`src/rtl/spc_cfg.svh`:
```
`ifndef SPC_CFG_SVH
`define SPC_CFG_SVH

// register addresses of the serial port block
`define SPC_ADDR_SETUP 13'h0000
`define SPC_ADDR_REV 13'h0002
`define SPC_ADDR_VARIANT 13'h0003
`define SPC_ADDR_BANK 13'h0004

// field positions inside the setup byte and the bank select byte
`define SPC_BIT_OUT_EN 7
`define SPC_BIT_LSB_FIRST 6
`define SPC_BIT_SOFT_RST 5
`define SPC_BIT_SOFT_MIRROR 2
`define SPC_BIT_BANK 0

// instruction word layout: read flag, byte count, register address
`define SPC_INSTR_RW 15
`define SPC_INSTR_ADDR_MSB 12

// reset values
`define SPC_SETUP_RST 8'h00
`define SPC_BANK_RST 1'b0
`define SPC_PIN_RST 5'h02

// frame timing counts, in serial clock edges
`define SPC_INSTR_LAST 4'hF
`define SPC_BYTE_LAST 4'h7

`endif

```
`src/rtl/spc_pkg.sv`:
```
package spc_pkg;

	typedef enum logic [1:0] {
		SPC_IDLE = 2'b00,
		SPC_INSTR = 2'b01,
		SPC_DATA = 2'b10
	} spc_state_type;

	typedef logic [7:0] spc_byte_type;
	typedef logic [12:0] spc_addr_type;

endpackage

```
`src/rtl/spc_regs.sv`:
```
`timescale 1ns/1ps
`default_nettype none
`include "spc_cfg.svh"

// Behaviour
// RULE_01: output pin enable clear: shared data pin reads, output pin stays undriven.
// RULE_02: output pin enable set: writes on data pin, reads only on output pin.
// RULE_03: bit order clear: shift MSB first, address decrements per byte.
// RULE_04: bit order set: shift LSB first, address increments per byte.
// RULE_05: in I2C mode bit order and output pin enable have no effect.
// RULE_06: soft reset restores defaults, clears itself on next serial clock.
// RULE_07: soft reset leaves the setup byte fields untouched.
// RULE_08: in I2C mode soft reset behaves alike, clearing on next clock.
// RULE_09: host writes the low nibble as the reversed upper nibble.
// RULE_10: read-only silicon revision byte at address 2, writes ignored.
// RULE_11: read-only variant code byte at address 3.
// RULE_12: bank select bit 0 picks buffer or active copy for readback; the code reads bit 0 back as the OR of the active and buffer copies.
// RULE_13: buffer copy becomes active only on an update strobe.
module spc_regs
	import spc_pkg::*;
#(
	// arbitrary identification values
	parameter spc_byte_type REV_CODE = 8'h5A,
	parameter spc_byte_type VARIANT_CODE = 8'h3C
) (
	input wire logic mclk,
	input wire logic arst_n,
	input wire logic sclk,
	input wire logic csb_n,
	input wire logic sdio_in,
	input wire logic i2c_mode,
	input wire logic io_update,
	output logic sdio_out,
	output logic sdio_oe,
	output logic serial_output_pin_out,
	output logic serial_output_pin_oe,
	output logic [7:0] setup_byte,
	output logic bank_active,
	output logic soft_reset_pulse
);

	logic [4:0] pin_raw;
	logic [4:0] pin_lvl;
	logic [4:0] prev_reg;
	logic sclk_rise;
	logic sclk_fall;
	logic csb_act;
	logic sdio_lvl;
	logic i2c_lvl;
	logic upd_rise;

	assign pin_raw = {io_update, i2c_mode, sdio_in, csb_n, sclk};

	spc_sync #(
		.RST_VAL(`SPC_PIN_RST)
	) u_sync (
		.mclk(mclk),
		.arst_n(arst_n),
		.pin_raw(pin_raw),
		.pin_lvl(pin_lvl)
	);

	assign sclk_rise = pin_lvl[0] & ~prev_reg[0];
	assign sclk_fall = ~pin_lvl[0] & prev_reg[0];
	assign csb_act = ~pin_lvl[1];
	assign sdio_lvl = pin_lvl[2];
	assign i2c_lvl = pin_lvl[3];
	assign upd_rise = pin_lvl[4] & ~prev_reg[4];

	spc_state_type state_reg, state_next;
	logic [3:0] cnt_reg, cnt_next;
	logic [15:0] instr_reg, instr_next;
	spc_addr_type addr_reg, addr_next;
	logic rd_reg, rd_next;
	spc_byte_type shin_reg, shin_next;
	spc_byte_type out_byte_reg, out_byte_next;
	logic dout_reg, dout_next;
	logic sdio_oe_reg, sdio_oe_next;
	logic outpin_oe_reg, outpin_oe_next;
	spc_byte_type setup_reg, setup_next;
	logic bank_buf_reg, bank_buf_next;
	logic bank_act_reg, bank_act_next;
	logic soft_pend_reg, soft_pend_next;
	logic soft_pulse_reg, soft_pulse_next;

	logic lsb_eff;
	logic out_en_eff;
	logic [15:0] instr_word;
	spc_byte_type shin_word;
	spc_addr_type addr_step;
	logic instr_done;
	logic byte_end;

	// I2C has no bit order or output pin choice
	assign lsb_eff = setup_reg[`SPC_BIT_LSB_FIRST] & ~i2c_lvl; // RULE_05
	assign out_en_eff = setup_reg[`SPC_BIT_OUT_EN] & ~i2c_lvl; // RULE_05

	assign instr_word = lsb_eff ? {sdio_lvl, instr_reg[15:1]} :
		{instr_reg[14:0], sdio_lvl};
	assign shin_word = lsb_eff ? {sdio_lvl, shin_reg[7:1]} :
		{shin_reg[6:0], sdio_lvl};
	// RULE_03 RULE_04
	assign addr_step = lsb_eff ? addr_reg + 13'h0001 : addr_reg - 13'h0001;
	assign instr_done = state_reg == SPC_INSTR && sclk_rise &&
		cnt_reg == `SPC_INSTR_LAST;
	assign byte_end = state_reg == SPC_DATA && sclk_rise &&
		cnt_reg == `SPC_BYTE_LAST;

	// unmapped addresses read as zero
	function automatic spc_byte_type rd_byte(input spc_addr_type addr,
		input spc_byte_type setup, input logic buf_bit,
		input logic act_bit);
		begin
			case (addr)
			`SPC_ADDR_SETUP: rd_byte = setup;
			`SPC_ADDR_REV: rd_byte = REV_CODE; // RULE_10
			`SPC_ADDR_VARIANT: rd_byte = VARIANT_CODE; // RULE_11
			`SPC_ADDR_BANK: rd_byte = {7'h00, act_bit ? act_bit : buf_bit}; // RULE_12
			default: rd_byte = 8'h00;
			endcase
		end
	endfunction

	always_comb begin
		state_next = state_reg;
		cnt_next = cnt_reg;
		instr_next = instr_reg;
		addr_next = addr_reg;
		rd_next = rd_reg;
		shin_next = shin_reg;
		out_byte_next = out_byte_reg;
		dout_next = dout_reg;
		sdio_oe_next = sdio_oe_reg;
		outpin_oe_next = outpin_oe_reg;
		setup_next = setup_reg;
		bank_buf_next = bank_buf_reg;
		bank_act_next = bank_act_reg;
		soft_pend_next = soft_pend_reg;
		soft_pulse_next = 1'b0;
		if (upd_rise) begin
			bank_act_next = bank_buf_reg; // RULE_13
		end
		if (!csb_act) begin
			state_next = SPC_IDLE;
			sdio_oe_next = 1'b0;
			outpin_oe_next = 1'b0;
		end else begin
			case (state_reg)
			SPC_IDLE: begin
				state_next = SPC_INSTR;
				cnt_next = 4'h0;
			end
			SPC_INSTR: begin
				if (sclk_rise) begin
					instr_next = instr_word;
					cnt_next = cnt_reg + 4'h1;
					if (cnt_reg == `SPC_INSTR_LAST) begin
						rd_next = instr_word[`SPC_INSTR_RW];
						addr_next = instr_word[`SPC_INSTR_ADDR_MSB:0];
						state_next = SPC_DATA;
						out_byte_next = rd_byte(
							instr_word[`SPC_INSTR_ADDR_MSB:0],
							setup_reg, bank_buf_reg, bank_act_reg);
					end
				end
			end
			SPC_DATA: begin
				if (sclk_rise) begin
					shin_next = shin_word;
					cnt_next = cnt_reg + 4'h1;
					if (cnt_reg == `SPC_BYTE_LAST) begin
						cnt_next = 4'h0;
						addr_next = addr_step; // RULE_03 RULE_04
						out_byte_next = rd_byte(addr_step, setup_reg,
							bank_buf_reg, bank_act_reg);
						if (!rd_reg && addr_reg == `SPC_ADDR_SETUP) begin
							setup_next = shin_word;
							soft_pend_next = shin_word[`SPC_BIT_SOFT_RST];
						end
						if (!rd_reg && addr_reg == `SPC_ADDR_BANK) begin
							bank_buf_next = shin_word[`SPC_BIT_BANK];
						end
					end
				end
				// read data changes on the falling edge, host samples late in the high phase
				if (sclk_fall && rd_reg) begin
					dout_next = lsb_eff ? out_byte_reg[cnt_reg[2:0]] :
						out_byte_reg[3'h7 - cnt_reg[2:0]]; // RULE_03 RULE_04
					outpin_oe_next = out_en_eff; // RULE_01 RULE_02
					sdio_oe_next = ~out_en_eff; // RULE_01 RULE_02
				end
			end
			default: begin
				state_next = SPC_IDLE;
			end
			endcase
		end
		// the setup byte itself is spared; only bit 5 and its mirror drop
		if (soft_pend_reg && sclk_rise) begin
			soft_pend_next = 1'b0; // RULE_06 RULE_08
			soft_pulse_next = 1'b1;
			setup_next[`SPC_BIT_SOFT_RST] = 1'b0; // RULE_07
			setup_next[`SPC_BIT_SOFT_MIRROR] = 1'b0;
			bank_buf_next = `SPC_BANK_RST; // RULE_06
			bank_act_next = `SPC_BANK_RST;
		end
	end

	always_ff @(posedge mclk or negedge arst_n) begin
		if (!arst_n) begin
			prev_reg <= `SPC_PIN_RST;
			state_reg <= SPC_IDLE;
			cnt_reg <= 4'h0;
			instr_reg <= 16'h0000;
			addr_reg <= 13'h0000;
			rd_reg <= 1'b0;
			shin_reg <= 8'h00;
			out_byte_reg <= 8'h00;
			dout_reg <= 1'b0;
			sdio_oe_reg <= 1'b0;
			outpin_oe_reg <= 1'b0;
			setup_reg <= `SPC_SETUP_RST;
			bank_buf_reg <= `SPC_BANK_RST;
			bank_act_reg <= `SPC_BANK_RST;
			soft_pend_reg <= 1'b0;
			soft_pulse_reg <= 1'b0;
		end else begin
			prev_reg <= pin_lvl;
			state_reg <= state_next;
			cnt_reg <= cnt_next;
			instr_reg <= instr_next;
			addr_reg <= addr_next;
			rd_reg <= rd_next;
			shin_reg <= shin_next;
			out_byte_reg <= out_byte_next;
			dout_reg <= dout_next;
			sdio_oe_reg <= sdio_oe_next;
			outpin_oe_reg <= outpin_oe_next;
			setup_reg <= setup_next;
			bank_buf_reg <= bank_buf_next;
			bank_act_reg <= bank_act_next;
			soft_pend_reg <= soft_pend_next;
			soft_pulse_reg <= soft_pulse_next;
		end
	end

	assign sdio_out = dout_reg;
	assign sdio_oe = sdio_oe_reg;
	assign serial_output_pin_out = dout_reg;
	assign serial_output_pin_oe = outpin_oe_reg;
	assign setup_byte = setup_reg;
	assign bank_active = bank_act_reg;
	assign soft_reset_pulse = soft_pulse_reg;
endmodule

`default_nettype wire

```
`src/rtl/spc_sync.sv`:
```
`timescale 1ns/1ps
`default_nettype none

module spc_sync #(
	parameter logic [4:0] RST_VAL = 5'h00
) (
	input wire logic mclk,
	input wire logic arst_n,
	input wire logic [4:0] pin_raw,
	output logic [4:0] pin_lvl
);

	genvar gi;
	generate
		for (gi = 0; gi < 5; gi = gi + 1) begin : g_bit
			logic s1_reg;
			logic s2_reg;
			logic s3_reg;
			logic lvl_reg;
			logic lvl_next;

			// a change is taken only once the second and third stages agree
			always_comb begin
				lvl_next = lvl_reg;
				if (s2_reg == s3_reg) begin
					lvl_next = s3_reg;
				end
			end

			always_ff @(posedge mclk or negedge arst_n) begin
				if (!arst_n) begin
					s1_reg <= RST_VAL[gi];
					s2_reg <= RST_VAL[gi];
					s3_reg <= RST_VAL[gi];
					lvl_reg <= RST_VAL[gi];
				end else begin
					s1_reg <= pin_raw[gi];
					s2_reg <= s1_reg;
					s3_reg <= s2_reg;
					lvl_reg <= lvl_next;
				end
			end

			assign pin_lvl[gi] = lvl_reg;
		end
	endgenerate

endmodule

`default_nettype wire

```
`config.mk`:
```
export PLATFORM = sky130hd
export DESIGN_NAME = spc_regs
export DESIGN_NICKNAME = d
export VERILOG_FILES = /design/src/rtl/spc_pkg.sv /design/src/rtl/spc_regs.sv /design/src/rtl/spc_sync.sv
export VERILOG_INCLUDE_DIRS = /design/src /design/src/rtl
export SDC_FILE = /design/constraint.sdc
export NUM_CORES = 1
export LEC_CHECK = 0
export BUFFER_PORTS_ARGS = -buffer_cell sky130_fd_sc_hd__buf_4
export CAP_MARGIN = 20
export CORE_ASPECT_RATIO = 2
export CORE_MARGIN = 2
export CORE_UTILIZATION = 29
export CTS_CLUSTER_DIAMETER = 30
export DETAILED_ROUTE_END_ITERATION = 8
export HOLD_SLACK_MARGIN = 0.03
export SLEW_MARGIN = 20
export SYNTH_ARGS = -nofsm -noshare
export SYNTH_HDL_FRONTEND = slang
export SYNTH_SLANG_ARGS = --single-unit
```
`constraint.sdc`:
```
create_clock -name mclk -period 3.5 [get_ports mclk]
set_clock_uncertainty 0.15 [all_clocks]
set_input_delay 0.175 -clock mclk [delete_from_list [all_inputs] [get_ports mclk]]
set_output_delay 0.175 -clock mclk [all_outputs]
set_load 0.02 [all_outputs]
```
==> impl_metrics.csv <==
group,metric,value,unit
synthesis,synth_cell_types,62,
timing,hold_violations,0,
setup_path,setup.worst_path.end_class,"flip-flop",
worst_hold_path,holdPathEnd,"u_sync.g_bit[3].s2_reg$_DFF_PN0_",
timing,finalCritPeriodShare,96.0,%
timing,whs,0.200,ns
synthesis,syn_area_per_cell,9.61,µm²
floorplan,die_w,96.0,µm
setup_path,crit_fanout,7,
routing,drt_iter0_drc,188,
worst_hold_path,hold_start,"u_sync.g_bit[3].s1_reg$_DFF_PN0_",
global_route,grt_pass1_vias,4090,
timing,setup_viol,0,
global_route,grt_pass1_wl,21400,µm
final_layout,utilization,34.7,%
routing,dr_total_vias,3985,
global_route,gr-total-overflow,0,
routing,remaining_drc_errors,0,
floorplan,initial_core_util,29.4,%
placed_design,hpwl,9970,µm
worst_hold_path,whs_path_depth,0,
routing,drtPass1Iterations,5,
final_layout,fin_nets,571,
setup_path,max_stage_delay,0.47,ns
synthesis,synthFlopType,"dfrtp_1",
timing,timing.final.crit_period,3.36,ns
timing,final_max_slew_viol_count,0,
timing,worst_pin_slew,0.820,ns
synthesis,mappedNetlistNets,541,
clock_tree,cts_buffer_depth,2,
routing,wl,13500,µm
synthesis,syn_inst,511,
floorplan,coreArea,0.0167,mm²
placed_design,routabilityCongestion,0.902,
power_and_ir_drop,p_leak,2.64,nW
setup_path,slowest_stage,"dfrtp_2",
timing,fin_ws,0.139,ns
final_layout,area_growth,17.8,%
routing,post_drt_wl_per_cell,17.9,µm
power_and_ir_drop,ir_drop,0.465,mV
setup_path,crit_buf_inv,2,
global_route,grt_max_degree,82,
clock_tree,clk_latency,0.34,ns
setup_path,r2r_start,"u_sync.g_bit[3].lvl_reg$_DFFE_PN0N_",
final_layout,largest_reg_flops,16,
floorplan,die_h,188,µm
routing,antenna_left,0,
synthesis,async_flop_share,100,%
timing,relSlewSlack,45.3,%
floorplan,num_io_pins,21,
clock_tree,h-tree-depth,3,
clock_tree,cts_tree,"yes",
synthesis,synth_warnings,0,
setup_path,path_delay_family,"simple AND/OR/NAND/NOR gates",
final_layout,layout-drive-gt1-share,16.5,%
global_route,antenna_found_initial,0,
timing,fin_tns_setup,0,ns
placed_design,pre_cts_ws,0.00241,ns
run_status,outcome,"finished clean",
routing,viasPerCell,5.29,
clock_tree,numCtsBuffers,9,
synthesis,synth_edf_count,0,
setup_path,critPathLaunchType,"flip-flop",
placed_design,port_buffers,20,
setup_path,ff2ff_setup_slack,0.14,ns
power_and_ir_drop,p_total,0.00305,W
clock_tree,clk_pin_slew,0.07,ns
timing,rsz0062_at_grt,"false",
setup_path,rr_endpoint,"out_byte_reg[1]$_DFFE_PN0P_",
setup_path,path_cells,"nand2b_4 > buf_4 > ha_1 > nand2_1 > o21ai_0 > nor3_1 > or3b_1 > nand4b_4 > nor4_4 > buf_6 > a21oi_1 > o22ai_1",
setup_path,worstSetupPathType,"flip-flop to flip-flop",
floorplan,die_area,0.0181,mm²
worst_hold_path,hp-class,"flip-flop to flip-flop",
timing,timing.fmax,298,MHz
setup_path,reg2reg_depth,12,
global_route,track_usage,15.5,%
setup_path,cp.required,3.61,ns
setup_path,cp.arrival,3.47,ns
synthesis,syn-cell-area,0.00491,mm²
clock_tree,root_buffer,"clkbuf_16",
final_layout,antenna_cells,0,
floorplan,rows,67,
power_and_ir_drop,power_density,527,mW/mm²
synthesis,ys_seq_elements,89,
clock_tree,clock-sinks,89,
synthesis,seq_area_frac_synth,45.5,%
run,max-cap-violations,0,
## report_power, final
part	leakage (nW)	switching [W]	internal, W
Clock	0.161	0.000421	0.000633
Sequential	1.13	0.000160	0.00120
Combinational	1.34	0.000373	0.000264
Total	2.64	0.000955	0.00209
## worst max path at each step
stage	start	end	slack [ns]	cells past startpoint
after detailed placement	u_sync.g_bit[3].lvl_reg$_DFFE_PN0N_	out_byte_reg[1]$_DFFE_PN0P_	0.002	11
after floorplan	setup_byte[6]$_DFFE_PN0P_	out_byte_reg[1]$_DFFE_PN0P_	0.0002	13
after global placement	u_sync.g_bit[3].lvl_reg$_DFFE_PN0N_	out_byte_reg[1]$_DFFE_PN0P_	0.14	11
after global routing	u_sync.g_bit[3].lvl_reg$_DFFE_PN0N_	out_byte_reg[1]$_DFFE_PN0P_	0.01	11
final	u_sync.g_bit[3].lvl_reg$_DFFE_PN0N_	out_byte_reg[1]$_DFFE_PN0P_	0.14	12
after CTS	u_sync.g_bit[3].lvl_reg$_DFFE_PN0N_	out_byte_reg[1]$_DFFE_PN0P_	0.03	12
## metrics by stage
stage          cell area, µm²  std cells
4_1_cts                  5720        750
3_3_place_gp             5310        725
6_report                 5780        753
5_1_grt                  5780        753
3_5_place_dp             5310        725
2_1_floorplan            4910        511
## cells in the mapped netlist (all sizes together), types with 6 or more instances
| library cell | n | share of area [%] |
|---|---|---|
| and3 | 6 | 0.87 |
| a21o | 9 | 1.4 |
| a21oi | 58 | 6.1 |
| and2 | 6 | 0.76 |
| mux2i | 20 | 4.1 |
| nor2 | 68 | 5.2 |
| nor3 | 10 | 1.0 |
| clkbuf | 17 | 1.3 |
| nor4 | 8 | 1.3 |
| a31oi | 7 | 0.89 |
| mux2 | 6 | 1.4 |
| ha | 22 | 5.6 |
| nand3 | 12 | 1.2 |
| buf | 7 | 0.82 |
| nand2 | 49 | 3.7 |
| dfrtp | 85 | 43 |
| inv | 11 | 0.84 |
| o21ai | 31 | 3.2 |
## cells in the final DEF, fill, tap and decap left out, types with 4 or more instances in the layout
cell type      instances
dfrtp_1               83
nor2_1                68
a21oi_1               57
nand2_1               49
buf_4                 33
o21ai_0               27
mux2i_1               20
ha_1                  19
nand3_1               12
inv_1                 10
nor3_1                10
a21o_1                 9
clkbuf_16              9
a31oi_1                7
nor4_1                 6
and2_1                 6
mux2_2                 6
dlygate4sd3_1          6
and3_1                 5
mux4_2                 5
maj3_1                 5
nand2b_1               4
nand4_1                4
xnor2_1                4
o22ai_1                4
dfstp_2                4
## cell type report
cell class	count	area (µm²)
fill	1639	10900
multi-input combinational	389	2590
sequential	89	2230
timing repair buffer	41	330
tap	207	259
clock buffer	9	225
clock inverter	7	100
inverter	11	41.3
## what timing repair did
item	in CTS	in global routing
setup buffers	2	2
hold endpoints to repair	81	0
pin swaps	1	1
resized for setup	2	9
setup endpoints to repair	2	6
gates cloned	1	1
hold buffers	6	0
## routing by layer
| metal | vias to the layer above | wire, µm | track usage (%) | share of wire (%) |
|---|---|---|---|---|
| li1 | 1900 | - | - | - |
| met1 | 1955 | 4810 | 15.5 | 36 |
| met2 | 85 | 7450 | 27.8 | 55 |
| met3 | 45 | 246 | 1.97 | 1.8 |
| met4 | 0 | 1000 | 11.7 | 7.4 |
| met5 | - | 0 | 0 | 0 |
## worst register-to-register path: stages, from the launching register on
cell	delay, ns
dfrtp_2	0.47
nand2b_4	0.22
buf_4	0.16
ha_1	0.35
nand2_1	0.14
o21ai_0	0.34
nor3_1	0.10
or3b_1	0.39
nand4b_4	0.21
nor4_4	0.29
buf_6	0.16
a21oi_1	0.09
o22ai_1	0.19
## logic make-up (layout without fill, tap and decap cells)
kind of cell	after synthesis	after routing	share of synthesized area, %
and+or+nand+nor	189	191	18.9
DFF	89	89	45.5
AOI/OAI and AO/OA	134	134	16.9
adders and majority gates	28	28	7.03
muxes	31	31	7.75
buffers and inverters	35	68	2.96
xor gates and xnor gates	5	5	1.04
No activity file was read; power rests on OpenSTA's default activity.
